`src/mtc_defines.vh`:
```
// constants for the transmit configuration and counter block
// Behaviour
// - in counter test mode, clear-on-read counters load 7FFF_FFFC on read
// - in test mode, the byte-length counters load 7FFF_FF80 on read instead
// - inter-frame gap in bit times is four times the setting plus twelve
// - padding enabled by default: short frames zero-padded and given an FCS
// - with padding, frames of sixty bytes or fewer leave as sixty-four bytes
// - with padding, 61 to 63 byte frames get only the FCS, becoming 65 to 67
// - transmitter takes frame data only while transmit enable is set, but pad and FCS already started still go out; resets to one
// - backoff reset field acts only in half duplex
// - backoff reset: 00 after transmit, 01 after receive, 1X after either
// - transmitted pause frames carry the programmed pause time, reset all ones
// - deferral counter counts deferred first attempts, not collisions
// - deferral counter increments only in half duplex
// - pause counter increments once per transmitted pause frame
// - reading a counter returns its value and clears it, unless test mode
// - counters saturate at all ones instead of wrapping
`ifndef MTC_DEFINES_VH
`define MTC_DEFINES_VH
`define MTC_IDX_CFG        12'h440
`define MTC_IDX_FC         12'h441
`define MTC_IDX_DEFER      12'h451
`define MTC_IDX_PAUSE      12'h452
`define MTC_CFG_EN_BIT     0
`define MTC_CFG_PAD_BIT    1
`define MTC_CFG_IFG_LSB    2
`define MTC_CFG_IFG_MSB    6
`define MTC_CFG_TEST_BIT   7
`define MTC_FC_PT_MSB      15
`define MTC_FC_BO_LSB      16
`define MTC_FC_BO_MSB      17
`define MTC_RST_IFG        5'h15
`define MTC_RST_PAUSE      16'hffff
`define MTC_RST_BO         2'h0
`define MTC_TEST_VAL       32'h7fff_fffc
`define MTC_TEST_LEN_VAL   32'h7fff_ff80
`define MTC_CNT_MAX        32'hffff_ffff
`define MTC_IFG_MUL        4
`define MTC_IFG_ADD        8'h0c
`define MTC_MIN_DATA       7'd60
`define MTC_MIN_FRAME      7'd64
`define MTC_FCS_LEN        3'd4
`endif

```
`src/mtc_tx.v`:
```
// transmit configuration registers, frame padder with gap timer, and statistics counters
//
// Added by the designer: the Avalon-MM register port.
`timescale 1ns/10ps
`include "mtc_defines.vh"
module mtc_tx #(
	parameter DEPTH = 32,
	parameter AW    = 5
) (
	input  wire        sys_clk,
	input  wire        rst_n,
	input  wire [11:0] avs_address,
	input  wire        avs_read,
	input  wire        avs_write,
	input  wire [31:0] avs_writedata,
	output reg  [31:0] avs_readdata,
	output wire        avs_waitrequest,
	input  wire [7:0]  src_data,
	input  wire        src_last,
	input  wire        src_valid,
	output wire        src_ready,
	output reg  [7:0]  tx_data,
	output reg         tx_valid,
	output reg         tx_last,
	input  wire        tx_ready,
	input  wire        half_duplex,
	input  wire        tx_deferred,
	input  wire        tx_pause_sent,
	input  wire        tx_ok,
	input  wire        rx_ok,
	output reg         backoff_clear,
	output reg  [15:0] pause_time,
	output reg         counter_test_mode,
	output wire [7:0]  ifg_bit_times
);
	localparam ST_DATA = 2'd0;
	localparam ST_PAD  = 2'd1;
	localparam ST_FCS  = 2'd2;
	localparam ST_GAP  = 2'd3;

	reg        tx_enable;
	reg        pad_enable;
	reg [4:0]  interframe_gap_setting;
	reg [1:0]  backoff_mode;
	reg [31:0] tx_deferred_frame_count;
	reg [31:0] tx_pause_frame_count;
	reg        rd_done;
	reg [1:0]  state;
	reg [6:0]  byte_cnt;
	reg [1:0]  fcs_cnt;
	reg [7:0]  gap_cnt;
	reg [31:0] crc;
	reg [31:0] next_crc;
	reg [7:0]  crc_in;
	integer    i;

	wire [8:0] f_data;
	wire       f_valid;
	wire       f_ready;
	wire       rd_defer = avs_read & ~rd_done & (avs_address == `MTC_IDX_DEFER);
	wire       rd_pause = avs_read & ~rd_done & (avs_address == `MTC_IDX_PAUSE);
	wire       wr_take  = avs_write & ~avs_waitrequest;
	wire       out_go   = ~tx_valid | tx_ready;

	// reads take one wait cycle so data comes from a flop; writes are immediate
	assign avs_waitrequest = avs_read & ~rd_done;
	assign ifg_bit_times = {1'b0, interframe_gap_setting, 2'b00} + `MTC_IFG_ADD;

	mtc_fifo #(
		.WIDTH (9),
		.DEPTH (DEPTH),
		.AW    (AW)
	) u_fifo (
		.sys_clk   (sys_clk),
		.rst_n     (rst_n),
		.in_data   ({src_last, src_data}),
		.in_valid  (src_valid),
		.in_ready  (src_ready),
		.out_data  (f_data),
		.out_valid (f_valid),
		.out_ready (f_ready)
	);

	// fifo drains only in data state while enabled and output free
	assign f_ready = (state == ST_DATA) & tx_enable & out_go;

	always @*
	begin
		next_crc = crc;
		crc_in = (state == ST_DATA) ? f_data[7:0] : 8'h00;
		for (i = 0; i < 8; i = i + 1)
			next_crc = (next_crc[0] ^ crc_in[i]) ? ((next_crc >> 1) ^ 32'hedb8_8320) : (next_crc >> 1);
	end

	always @(posedge sys_clk or negedge rst_n)
	begin
		if (!rst_n)
		begin
			tx_enable              <= 1'b1;
			pad_enable             <= 1'b1;
			interframe_gap_setting <= `MTC_RST_IFG;
			counter_test_mode      <= 1'b0;
			backoff_mode           <= `MTC_RST_BO;
			pause_time             <= `MTC_RST_PAUSE;
		end
		else if (wr_take)
		begin
			if (avs_address == `MTC_IDX_CFG)
			begin
				tx_enable              <= avs_writedata[`MTC_CFG_EN_BIT];
				pad_enable             <= avs_writedata[`MTC_CFG_PAD_BIT];
				interframe_gap_setting <= avs_writedata[`MTC_CFG_IFG_MSB:`MTC_CFG_IFG_LSB];
				counter_test_mode      <= avs_writedata[`MTC_CFG_TEST_BIT];
			end
			if (avs_address == `MTC_IDX_FC)
			begin
				backoff_mode <= avs_writedata[`MTC_FC_BO_MSB:`MTC_FC_BO_LSB];
				pause_time   <= avs_writedata[`MTC_FC_PT_MSB:0];
			end
		end
	end

	always @(posedge sys_clk or negedge rst_n)
	begin
		if (!rst_n)
		begin
			rd_done      <= 1'b0;
			avs_readdata <= 32'h0000_0000;
		end
		else
		begin
			rd_done <= avs_read & ~rd_done;
			if (avs_read & ~rd_done)
			begin
				case (avs_address)
				`MTC_IDX_CFG:   avs_readdata <= {24'h0000_00, counter_test_mode, interframe_gap_setting,
				                                  pad_enable, tx_enable};
				`MTC_IDX_FC:    avs_readdata <= {14'h0000, backoff_mode, pause_time};
				`MTC_IDX_DEFER: avs_readdata <= tx_deferred_frame_count;
				`MTC_IDX_PAUSE: avs_readdata <= tx_pause_frame_count;
				default:        avs_readdata <= 32'h0000_0000;
				endcase
			end
		end
	end

	// counters: an event in the read cycle is kept, counting from zero or the test value
	always @(posedge sys_clk or negedge rst_n)
	begin
		if (!rst_n)
		begin
			tx_deferred_frame_count <= 32'h0000_0000;
			tx_pause_frame_count    <= 32'h0000_0000;
		end
		else
		begin
			// not a byte-length counter, so test mode loads the plain test value
			if (rd_defer)
				tx_deferred_frame_count <= (counter_test_mode ? `MTC_TEST_VAL : 32'h0000_0000)
				                           + {31'h000_0000, tx_deferred & half_duplex};
			else if (tx_deferred & half_duplex & (tx_deferred_frame_count != `MTC_CNT_MAX))
				tx_deferred_frame_count <= tx_deferred_frame_count + 1'b1;
			if (rd_pause)
				tx_pause_frame_count <= (counter_test_mode ? `MTC_TEST_VAL : 32'h0000_0000)
				                        + {31'h000_0000, tx_pause_sent};
			else if (tx_pause_sent & (tx_pause_frame_count != `MTC_CNT_MAX))
				tx_pause_frame_count <= tx_pause_frame_count + 1'b1;
		end
	end

	always @(posedge sys_clk or negedge rst_n)
	begin
		if (!rst_n)
			backoff_clear <= 1'b0;
		else
			backoff_clear <= half_duplex & (backoff_mode[1] ? (tx_ok | rx_ok) :
			                 (backoff_mode[0] ? rx_ok : tx_ok));
	end

	// frame path: data, then zero pad to 60 and fcs only while padding is enabled, then gap
	always @(posedge sys_clk or negedge rst_n)
	begin
		if (!rst_n)
		begin
			state    <= ST_DATA;
			byte_cnt <= 7'd0;
			fcs_cnt  <= 2'd0;
			gap_cnt  <= 8'd0;
			crc      <= 32'hffff_ffff;
			tx_data  <= 8'h00;
			tx_valid <= 1'b0;
			tx_last  <= 1'b0;
		end
		else
		begin
			if (tx_ready)
				tx_valid <= 1'b0;
			case (state)
			ST_DATA:
			begin
				if (f_valid & f_ready)
				begin
					tx_data  <= f_data[7:0];
					tx_valid <= 1'b1;
					tx_last  <= 1'b0;
					crc      <= next_crc;
					byte_cnt <= (byte_cnt == 7'd127) ? byte_cnt : byte_cnt + 1'b1;
					if (f_data[8])
						state <= (pad_enable & (byte_cnt < `MTC_MIN_DATA - 7'h01)) ? ST_PAD :
						         (pad_enable ? ST_FCS : ST_GAP);
					if (f_data[8] & ~pad_enable)
					begin
						tx_last <= 1'b1;
						gap_cnt <= ifg_bit_times >> 3;
						byte_cnt <= 7'd0;
						crc <= 32'hffff_ffff;
					end
				end
			end
			ST_PAD:
			begin
				if (out_go)
				begin
					tx_data  <= 8'h00;
					tx_valid <= 1'b1;
					tx_last  <= 1'b0;
					crc      <= next_crc;
					byte_cnt <= byte_cnt + 1'b1;
					if (byte_cnt + 1'b1 == `MTC_MIN_DATA)
						state <= ST_FCS;
				end
			end
			ST_FCS:
			begin
				if (out_go)
				begin
					tx_data  <= ~crc[7:0];
					tx_valid <= 1'b1;
					crc      <= {8'hff, crc[31:8]};
					fcs_cnt  <= fcs_cnt + 1'b1;
					tx_last  <= (fcs_cnt == 2'd3);
					if (fcs_cnt == 2'd3)
					begin
						state    <= ST_GAP;
						byte_cnt <= 7'd0;
						crc      <= 32'hffff_ffff;
						gap_cnt  <= ifg_bit_times >> 3;
					end
				end
			end
			ST_GAP:
			begin
				// gap counted in byte slots after the last byte is taken
				if (~tx_valid | tx_ready)
				begin
					if (gap_cnt == 8'd0)
						state <= ST_DATA;
					else
						gap_cnt <= gap_cnt - 1'b1;
				end
			end
			default:
				state <= ST_DATA;
			endcase
		end
	end
endmodule

```
`src/mtc_fifo.v`:
```
// first-word-fall-through fifo for the transmit byte stream
`timescale 1ns/10ps
module mtc_fifo #(
	parameter WIDTH = 9,
	parameter DEPTH = 32,
	parameter AW    = 5
) (
	input  wire             sys_clk,
	input  wire             rst_n,
	input  wire [WIDTH-1:0] in_data,
	input  wire             in_valid,
	output wire             in_ready,
	output wire [WIDTH-1:0] out_data,
	output wire             out_valid,
	input  wire             out_ready
);
	reg [WIDTH-1:0] mem [0:DEPTH-1];
	reg [AW-1:0]    wr_ptr;
	reg [AW-1:0]    rd_ptr;
	reg [AW:0]      fill;
	wire            push;
	wire            pop;

	assign in_ready  = (fill != DEPTH[AW:0]);
	assign out_valid = (fill != {(AW+1){1'b0}});
	assign out_data  = mem[rd_ptr];
	assign push      = in_valid & in_ready;
	assign pop       = out_valid & out_ready;

	always @(posedge sys_clk)
	begin
		if (push)
			mem[wr_ptr] <= in_data;
	end

	always @(posedge sys_clk or negedge rst_n)
	begin
		if (!rst_n)
		begin
			wr_ptr <= {AW{1'b0}};
			rd_ptr <= {AW{1'b0}};
			fill   <= {(AW+1){1'b0}};
		end
		else
		begin
			if (push)
				wr_ptr <= (wr_ptr == DEPTH[AW-1:0] - 1'b1) ? {AW{1'b0}} : wr_ptr + 1'b1;
			if (pop)
				rd_ptr <= (rd_ptr == DEPTH[AW-1:0] - 1'b1) ? {AW{1'b0}} : rd_ptr + 1'b1;
			if (push & ~pop)
				fill <= fill + 1'b1;
			else if (pop & ~push)
				fill <= fill - 1'b1;
		end
	end
endmodule

```
`config.mk`:
```
export PLATFORM = sky130hd
export DESIGN_NAME = mtc_tx
export DESIGN_NICKNAME = d
export VERILOG_FILES = /design/src/mtc_tx.v /design/src/mtc_fifo.v
export VERILOG_INCLUDE_DIRS = /design/src
export SDC_FILE = /design/constraint.sdc
export NUM_CORES = 1
export LEC_CHECK = 0
export BUFFER_PORTS_ARGS = -buffer_cell sky130_fd_sc_hd__buf_2
export CELL_PAD_IN_SITES_DETAIL_PLACEMENT = 2
export CELL_PAD_IN_SITES_GLOBAL_PLACEMENT = 2
export CORE_MARGIN = 3
export CORE_UTILIZATION = 40
export DETAILED_ROUTE_END_ITERATION = 8
export PLACE_DENSITY_LB_ADDON = 0.1
export SYNTH_ARGS = -nofsm -noshare
export SYNTH_HDL_FRONTEND = slang
export SYNTH_SLANG_ARGS = --single-unit
export TNS_END_PERCENT = 5
```
`constraint.sdc`:
```
create_clock -name sys_clk -period 3.8 [get_ports sys_clk]
set_input_delay 0.76 -clock sys_clk [delete_from_list [all_inputs] [get_ports sys_clk]]
set_output_delay 0.76 -clock sys_clk [all_outputs]
set_load 0.005 [all_outputs]
```
* After elaboration in Yosys (flattened, before gate mapping)
Memory sizes are Yosys's and may differ from the RTL's.
Index checks and enable logic that the tools add are counted.
Widths: inputs -> output; s select.
** Storage, ports and cells
- Memories kept :: 1
- Output and inout port bits :: 70
- Bits in latches :: 0
- Memory bits (read-only) :: 0
- Word-level logic and storage cells :: 186
- Input port bits :: 64
- Register bits :: 201
- Memory bits (writable) :: 288
** Memories
- u_fifo.mem :: depth 32, width 9, read ports 1, clocked after Yosys merged registers in 0, write ports 1, RTL line mtc_fifo.v:17 : reg [WIDTH-1:0] mem [0:DEPTH-1];
** Cells by class
- Divide/modulo/power cells :: 0
- Equal/unequal tests :: 26
- $add $sub $neg :: 12
- Shift-type cells :: 0
- $lt $le $gt $ge :: 1
- Multiply operators :: 0
- Multiplexer cells :: 67
- Reductions and logical operators :: 16
- Bitwise logic cells :: 41
** Operator list (number)
- $mux 32 :: 16
- $pmux 32 s4 :: 1
- $not 13->14 :: 8
- $pmux 32 s3 :: 1
- $mux 8 :: 10
- $add 32x1->32 const B :: 2
- $ne 32x32->1 const B :: 2
- $eq 12x11->1 const B :: 4
- $pmux 8 s3 :: 2
- $mux 7 :: 6
- $add 31x1->32 :: 1
- $add 32x1->32 :: 1
- $mux 31 :: 1
- $mux 24 :: 1
- $pmux 7 s3 :: 1
- $mux 2 :: 9
- $and 1x1->1 :: 16
- $ne 2x2->1 const B :: 8
- $mux 1 :: 12
- $mux 6 :: 2
- $add 5x1->5 const B :: 2
- $eq 5x5->1 const B :: 2
- $mux 5 :: 2
- $add 7x4->8 const B :: 1
- other kinds (31) :: 52

* Longest topological paths before layout
Gate-level depths: netlist (run 1).
- Word-level depth :: 21
- Mapped depth :: 15

* Cells and area by module
From an unflattened synthesis (run 1), not the netlist that was laid out.
** Second synthesis, totals
- Cells, all modules :: 1731
- Area, all modules :: 22821.9 sq um
** By module, submodules not included
- mtc_fifo :: times used 1, area an instance 12243.0 sq um, cells each 630, seq. area each 9048.7 sq um
- mtc_tx :: times used 1, area an instance 10578.9 sq um, cells each 1101, seq. area each 4695.8 sq um

* Worst setup path before layout (run 1)
OpenSTA, ideal clock, no wires.
- Kind :: reg-to-reg
- Start point :: reg u_fifo.fill[0]
- End point :: reg u_fifo.fill[5]
- Slack :: 0.541 ns
- Required time :: 3.675 ns
- Library setup time :: 0.125 ns
- Period minus slack after synthesis :: 3.259 ns
- Path buffers :: 0
- Cell stages (with the launch flop) :: 15
- Arrival :: 3.134 ns
- Path through :: dfrtp_1 or4_1 o311ai_0 inv_1 nand2_1 ha_1 inv_1 ha_1 a21o_1 a21oi_1 o21bai_1 a21oi_1 xnor2_1 nor2_1 xor2_1
** Between the ends
- Cells in the longest elaborated chain, start to end :: 5
- Elaborated cells on any way between the ends :: 13
- Classes of those cells :: 2 x add/sub; 1 x eq/ne; 2 x mux; 6 x bitwise; 2 x reduce/logical
** RTL lines
- from (decl) :: RTL line mtc_fifo.v:20 : reg [AW:0] fill;
- from (signal assigned) :: RTL line mtc_fifo.v:42 : fill <= {(AW+1){1'b0}};
- from (signal assigned) :: RTL line mtc_fifo.v:51 : fill <= fill + 1'b1;
- from (signal assigned) :: RTL line mtc_fifo.v:53 : fill <= fill - 1'b1;
- branches (longest 5 deep; another with $sub 6x1->6)
Parallel ways; which one is timed is not known. The select of a mux whose other input is x is not followed.
A chain may end at the register's enable or synchronous reset.

* Worst setup path after layout (run 1)
- Start point :: reg u_fifo.rd_ptr[1]
- End point :: reg crc[21]
** Between the ends
- Cells in the longest elaborated chain, start to end :: 17
- Elaborated cells on any way between the ends :: 23
- Classes of those cells :: 12 x mux; 10 x bitwise; 1 x memory
** RTL lines
- from (decl) :: RTL line mtc_fifo.v:19 : reg [AW-1:0] rd_ptr;
- from (signal assigned) :: RTL line mtc_fifo.v:41 : rd_ptr <= {AW{1'b0}};
- from (signal assigned) :: RTL line mtc_fifo.v:49 : rd_ptr <= (rd_ptr == DEPTH[AW-1:0] - 1'b1) ? {AW{1'b0}} : rd_ptr + 1'b1;
- $mem_v2 32x9 *
- $mux 8 :: RTL line mtc_tx.v:90 : crc_in = (state == ST_DATA) ? f_data[7:0] : 8'h00;
- $xor 1x1->1 :: RTL line mtc_tx.v:92 : next_crc = (next_crc[0] ^ crc_in[i]) ? ((next_crc >> 1) ^ 32'hedb8_8320) : (next_crc >> 1);
- $mux 32 :: RTL line mtc_tx.v:92
- $not 13->14 (no source line)
- $mux 32 (2 in a row) :: RTL line mtc_tx.v:92
- $not 13->14 (no source line)
- $mux 32 :: RTL line mtc_tx.v:92
- $not 13->14 (no source line)
- $mux 32 (2 in a row) :: RTL line mtc_tx.v:92
- $not 13->14 (no source line)
- $mux 32 :: RTL line mtc_tx.v:92
- $mux 32 :: RTL line mtc_tx.v:211 : if (f_data[8] & ~pad_enable)
- $mux 32 :: RTL line mtc_tx.v:201 : if (f_valid & f_ready)
- $pmux 32 s3 * :: RTL line mtc_tx.v:198 : case (state)
- to (signal assigned) :: RTL line mtc_tx.v:206 : crc <= next_crc;
- to (signal assigned) :: RTL line mtc_tx.v:227 : crc <= next_crc;
- to (signal assigned) :: RTL line mtc_tx.v:239 : crc <= {8'hff, crc[31:8]};
- to (decl) :: RTL line mtc_tx.v:52 : reg [31:0] crc;
Every way passes the cells marked *; elsewhere a longest branch is shown, timed or not. The select of a mux whose other input is x is not followed.

==> results of run 1 <==
worst max-delay path, stage by stage, from the launching register on:
cell	delay, ns
dfrtp_4	0.58
mux4_1	0.61
a22o_1	0.33
nor4_2	0.49
nor3b_1	0.15
xnor2_2	0.35
buf_4	0.18
xor2_1	0.16
xnor3_1	0.32
xor2_1	0.16
nand2_1	0.07
a31oi_1	0.18
placed cells by master (no fill, tap or decap), types with 12 or more instances in the layout:
master	Yosys	routed
edfxtp_1	288	288
dfrtp_1	148	146
nor2_1	138	137
nand2_1	134	133
buf_2	9	116
a21oi_1	115	114
o21ai_0	86	86
mux2i_1	86	85
buf_4	12	81
clkbuf_16	0	56
xor2_1	55	55
dfstp_2	53	53
xnor2_1	46	45
nand3_1	38	38
mux2_2	38	38
mux4_2	31	31
a22oi_1	29	29
inv_1	25	25
ha_1	23	23
and3_1	20	20
nor3_1	21	20
a31oi_1	20	20
nor2b_1	14	14
nand4_1	14	14
clkinv_1	2	12
nand2b_1	12	12
a22o_1	12	12
clkinv_2	0	12
cell families after synthesis:
family | after synthesis
buf+inv | 118
xor+xnor | 116
compound gates | 353
flops | 489
simple gates | 451
fa+ha+maj | 24
other cells | 1
mux | 163
metal layers:
layer | global-route usage (%) | part of all wire (%)
met2 | 40.04 | 50
met3 | 3.325 | 3.8
met4 | 6.292 | 2.4
met5 | 0 | 0
met1 | 30.69 | 44
timing repair:
action                                  CTS  global route
endpoints found under the setup margin    2            16
cloned                                    0             1
pin swaps                                 0             3
hold buffers                              0             0
buffers inserted                          0             2
resized for setup                         1            10
flip-flops by register name, summed over array words and instances (netlist names), 5 cells and up:
signal / cells
tx_pause_frame_count: 32
avs_readdata: 32
crc: 32
interframe_gap_setting: 5
u_fifo.wr_ptr: 5
byte_cnt: 7
pause_time: 16
u_fifo.fill: 6
tx_deferred_frame_count: 32
tx_data: 8
u_fifo.mem: 288
gap_cnt: 8
u_fifo.rd_ptr: 5
worst paths after layout:
path / from / end / slack [ns] / cells after the start
max in group asynchronous: rst_n / pause_time[8] / 2.67 / 2
worst min register to register: crc[31] / crc[23] / 0.48 / 2
worst max register to register: u_fifo.rd_ptr[1] / crc[21] / 0.13 / 11
worst max-delay path: u_fifo.rd_ptr[1] / crc[21] / 0.13 / 11
worst min-delay path: rst_n / tx_data[2] / 0.20 / 1
min in group sys_clk: avs_writedata[11] / pause_time[11] / 0.37 / 2
metrics by stage:
stage               area (sq um)  setup TNS, ns  power (W)
floorplan                  22400              0    0.01114
global placement           24280              0    0.01330
detailed placement         24280       -0.03020    0.01359
CTS                        26080              0    0.01906
global route               26170       -0.05742    0.02003
finish                     26170              0    0.01889
where the power goes:
part | switching [W] | internal [W] | leakage (nW)
Combinational | 0.00369 | 0.00286 | 3.76
Sequential | 0.000573 | 0.00642 | 5.11
Clock | 0.00226 | 0.00309 | 0.885
cells in the mapped netlist (8+ instances only):
cell and n:
nand3_1 38, a22o_1 12, inv_1 25, edfxtp_1 288
and2_1 11, nor2_1 138, o211ai_1 9, xor2_1 55
mux2_2 38, dfrtp_1 148, and3_1 20, a21oi_1 115
or3_1 9, nor2b_1 14, clkbuf_1 53, a221oi_1 8
xnor2_1 46, buf_4 12, mux4_2 31, mux2i_1 86
nand2b_1 12, nor3_1 21, a22oi_1 29, dfstp_2 53
ha_1 23, nand3b_1 10, nand2_1 134, buf_2 9
o31ai_1 11, nand4_1 14, a31oi_1 20, o21ai_0 86
buf_6 9, o22ai_1 9
layout make-up:
type,count,share of cell area (%)
multi-input cells,1109,30.98
inverters,27,0.3872
flip-flops and latches,489,52.55
well taps,748,3.576
clock buffers,69,5.651
clock inverters,30,1.210
repair buffers,212,5.651
==> out/qor.txt, run 1 <==
CP Class: reg2reg
Drt drc: 0
First-pass GRT wire length: 105100 um
CTS H-tree lvls: 2
# IOs: 134
Slew headroom: 22.98%
Multiplexer share of the synthesized area: 9.760%
Combinational family with the most area after synthesis: compound AO/OA/AOI/OAI gates
DR vias: 15030
Worst-Skew Late Latency: 0.64 ns
Die W: 242.6 um
Final net count: 1982
Crit end category: flop
Layout cells sized above 1: 23.30%
Leakage: 9.761 nW
Antenna diode count: 0
Clock Path Buffers: 3
Yosys cell types: 83
Initial drt markers: 841
Final Hold Viols: 0
Final setup fails: 0
Fill cells: 5399
Least-Margin Pin Slew: 1.151 ns
Largest net degree at the start of global routing: 94
Die area: 58870 sq um
Startpoint types: flop
Max Slew Vio Count: 0
Synthesized area: 22400 sq um
Vias in the first global route: 16650
Seq/Total Area, Yosys: 61.37%
Multi-input logic area: 8108 sq um
XOR/XNOR Fraction of Synth Area: 5.341%
Clock-pin slew on the worst setup and hold paths: 0.06 ns
Mean Syn Cell Area: 13.06 sq um
Max Fclk: 272.2 MHz
Worst EP arrival: 4.19 ns
Clock sink count: 489
Fin Hold WS: 0.1952 ns
Starting Density: 40.57%
Fin cells: 2684
Worst Slack Setup Final: 0.1262 ns
Gr ovfl total: 0
Dpl ws: -0.03020 ns
Final GP Congestion: 0.7788
Synth Area in Compound Gates: 9.877%
Port Buffer Count: 117
Vias per std cell: 5.601
Period utilization: 96.68%
Top cell type's share of synthesized area: 38.61%
Max-cap violation count: 0
Top_reg_cell synth: edfxtp_1
Synth Area in Adders: 1.374%
Hold/Removal Path Class: in2async
Dpl cells: 2582
Fin crit period: 3.674 ns
Top cell type by total area after synthesis: edfxtp_1
CP Max Fanout: 8
DRT Pass-1 Iters: 5
Maximum vdd drop: 0.5159 mV
Row count: 86
Total Routed Length: 68020 um
Setup Skew: 0.05067 ns
Post-synth EDFFs: 288
DIE HEIGHT: 242.6 um
CTS root buf: clkbuf_16
Syn Inst Count: 1715
RSZ-0062 raised after global routing: true
Yosys reg bits: 489
Ranking of synthesized cells by area: edfxtp_1 (39%), dfrtp_1 (17%), dfstp_2 (6.2%)
Final core utilization: 47.41%
CTS tree: done
Async set or reset register ratio after synthesis: 41.10%
Routed WL per cell: 25.34 um
Power Density: 721.7 nW/um^2
Core Box Area: 55200 sq um
Synth-to-Final Area Change: 16.85%
Routed Antenna Nets: 0
Initial antenna violation count: 3
Simple-Gate Fraction of Synth Area: 9.525%
Outcome: complete, no violations
Number of CTS-inserted buffers: 55
Post-detail-place hpwl: 46060 um
CP Data Required Time: 4.32 ns
Yosys warnings: 0
GRT Total Usage: 23.17%
Register Area: 13750 sq um
Note: power is estimated with default switching activity, not from simulation.
==> run 2: changes to the inputs <==
==> constraint.sdc (replaced) <==
create_clock -name sys_clk -period 3.6 [get_ports sys_clk]
set_input_delay 0.72 -clock sys_clk [delete_from_list [all_inputs] [get_ports sys_clk]]
set_output_delay 0.72 -clock sys_clk [all_outputs]
set_load 0.005 [all_outputs]
==> run 2 against run 1 <==
Compared with the run above:
- global-route usage increased by 0.32 points
- worst setup slack got worse by 0.10 ns
- sequential share of layout area decreased by 0.49 points
==> out/qor.txt, run 2 (same netlist as run 1, synthesis figures left out) <==
Post-detail-place hpwl: 46450 um (was 46060 um)
RSZ-0062 raised after global routing: true (unchanged)
Die W: 242.6 um (unchanged)
Sw frac: 34.83% (was 34.52%)
CTS H-tree lvls: 2 (unchanged)
Worst Slack Setup Final: 0.02189 ns (was 0.1262 ns)
Layout cells sized above 1: 24.97% (was 23.30%)
Clock Path Buffers: 3 (unchanged)
# IOs: 134 (unchanged)
Fin area: 26420 sq um (was 26170 sq um)
Number of CTS-inserted buffers: 55 (unchanged)
Worst EP arrival: 4.09 ns (was 4.19 ns)
Worst-Skew Late Latency: 0.62 ns (was 0.64 ns)
DIE HEIGHT: 242.6 um (unchanged)
Logic gate share of total power: 36.3% (was 34.7%)
Critical R2R Launch: u_fifo.rd_ptr[1] (unchanged)
CTS tree: done (unchanged)
Clock sink count: 489 (unchanged)
Largest register FFs: 288 (unchanged)
Fin cells: 2726 (was 2684)
Clock network fraction of total power: 26.9% (was 28.3%)
Outcome: complete, no violations (unchanged)
Vias in the first global route: 16800 (was 16650)
Largest Register: u_fifo.mem (unchanged)
Max-cap violation count: 0 (unchanged)
Synth-to-Final Area Change: 17.95% (was 16.85%)
Hold/Removal Path Class: in2async (unchanged)
Largest net degree at the start of global routing: 83 (was 94)
Vias per std cell: 5.597 (was 5.601)
PnR Total Power: 0.01997 W (was 0.01889 W)
Internal power: 0.01302 W (was 0.01237 W)
Core Box Area: 55200 sq um (unchanged)
Crit end category: flop (unchanged)
Maximum vdd drop: 0.5083 mV (was 0.5159 mV)
R2r endpoint: crc[28] (was crc[21])
Setup Skew: 0.03369 ns (was 0.05067 ns)
Final GP Congestion: 0.8058 (was 0.7788)
Die area: 58870 sq um (unchanged)
Power Density: 756.1 nW/um^2 (was 721.7 nW/um^2)
Seq pwr share: 36.8% (was 37.0%)
Leakage: 9.913 nW (was 9.761 nW)
Max Slew Vio Count: 0 (unchanged)
Fin crit period: 3.578 ns (was 3.674 ns)
Most common cell after layout, fill and taps aside: edfxtp_1 (unchanged)
DR vias: 15260 (was 15030)
Least-Margin Pin Slew: 1.399 ns (was 1.151 ns)
First-pass GRT wire length: 105900 um (was 105100 um)
Most frequent cells in the layout: edfxtp_1 (288), dfrtp_1 (146), nor2_1 (136), nand2_1 (133), buf_4 (121) (was edfxtp_1 (288), dfrtp_1 (146), nor2_1 (137), nand2_1 (133), buf_2 (116))
Final net count: 2023 (was 1982)
Final setup fails: 0 (unchanged)
Total Routed Length: 69360 um (was 68020 um)
Initial antenna violation count: 0 (was 3)
Hold_buf cts: 0 (unchanged)
Dpl ws: -0.07191 ns (was -0.03020 ns)
Antenna diode count: 0 (unchanged)
Slew headroom: 6.412% (was 22.98%)
Final Hold Viols: 0 (unchanged)
Reg2reg path depth: 13 (was 11)
Clock-pin slew on the worst setup and hold paths: 0.06 ns (about the same)
Period utilization: 99.39% (was 96.68%)
Psw: 0.006956 W (was 0.006520 W)
Dpl cells: 2609 (was 2582)
Startpoint types: flop (unchanged)
DRT Pass-1 Iters: 5 (unchanged)
Drt drc: 0 (unchanged)
Worst R2R Setup Slack: 0.02 ns (was 0.13 ns)
Routed WL per cell: 25.44 um (was 25.34 um)
Row count: 86 (unchanged)
Placement-stage cell area: 24460 sq um (was 24280 sq um)
CP Data Required Time: 4.12 ns (was 4.32 ns)
Gr ovfl total: 0 (unchanged)
Port Buffer Count: 117 (unchanged)
Routed Antenna Nets: 0 (unchanged)
CP Max Fanout: 6 (was 8)
CTS root buf: clkbuf_16 (unchanged)
Initial drt markers: 1077 (was 841)
Total negative setup slack: 0 ns (unchanged)
Max Fclk: 279.5 MHz (was 272.2 MHz)
Starting Density: 40.57% (unchanged)
CP Class: reg2reg (unchanged)
GRT Total Usage: 23.49% (was 23.17%)
## run 2: worst max-delay path by stage
stage               slack, ns  cells past startpoint              to        startpoint
floorplan                0.34                     14  u_fifo.fill[5]    u_fifo.fill[0]
global placement         0.03                     13          crc[8]  u_fifo.rd_ptr[1]
detailed placement      -0.07                     12         crc[18]  u_fifo.rd_ptr[1]
CTS                     0.004                     14          crc[6]  u_fifo.rd_ptr[1]
global route            -0.11                     14          crc[7]  u_fifo.rd_ptr[1]
finish                   0.02                     13         crc[28]  u_fifo.rd_ptr[1]
## run 2: timing repair
item | CTS | global route
setup buffers | 4 | 12
pin swaps | 0 | 7
endpoints found under the setup margin | 18 | 28
gates cloned | 0 | 1
resized for setup | 1 | 21
## run 2: stage by stage
step / utilization (%) / hold WS, ns
after floorplan: - / 0.4244
after global placement: 44.31 / 0.4632
after detailed placement: 44.31 / 0.4681
after CTS: 47.46 / 0.1268
after global routing: 47.86 / 0.1481
final: 47.86 / 0.1053
## run 2: area by class of cell
| class | instances | area [sq um] |
|---|---|---|
| Clock buffer | 77 | 1519 |
| Clock inverter | 23 | 173.9 |
| Fill cell | 5366 | 28780 |
| Inverter | 27 | 101.3 |
| Multi-Input combinational cell | 1109 | 8153 |
| Sequential cell | 489 | 13750 |
| Tap cell | 748 | 935.9 |
| Timing Repair Buffer | 253 | 1782 |
## run 2: worst max-delay path, stage by stage, from the launching register on
cell	delay [ns]
dfrtp_4	0.51
buf_12	0.16
buf_4	0.15
mux4_2	0.34
mux2i_1	0.07
buf_4	0.16
o211ai_1	0.41
o211ai_1	0.22
xor2_2	0.21
xnor2_1	0.32
xnor3_1	0.43
buf_4	0.15
a21oi_1	0.27
nor2_1	0.08
## run 2: routing by layer
metal  vias up  GRT usage (%)  part of all wire, %
met2       303          41.15                   50
li1       6818              -                    -
met1      8052          30.92                   44
met4         0          5.554                  1.9
met5         -              0                    0
met3        84          3.458                  4.0
## run 2: power groups by stage
| stage | sequential (W) | clock [W] | combinational, W |
|---|---|---|---|
| 4_1_cts | 0.00735 | 0.00551 | 0.00716 |
| 5_1_grt | 0.00744 | 0.00573 | 0.00803 |
| 3_3_place_gp | 0.00740 | 0 | 0.00682 |
| 6_report | 0.00735 | 0.00537 | 0.00725 |
| 3_5_place_dp | 0.00745 | 0 | 0.00707 |
| 2_1_floorplan | 0.00722 | 0 | 0.00455 |
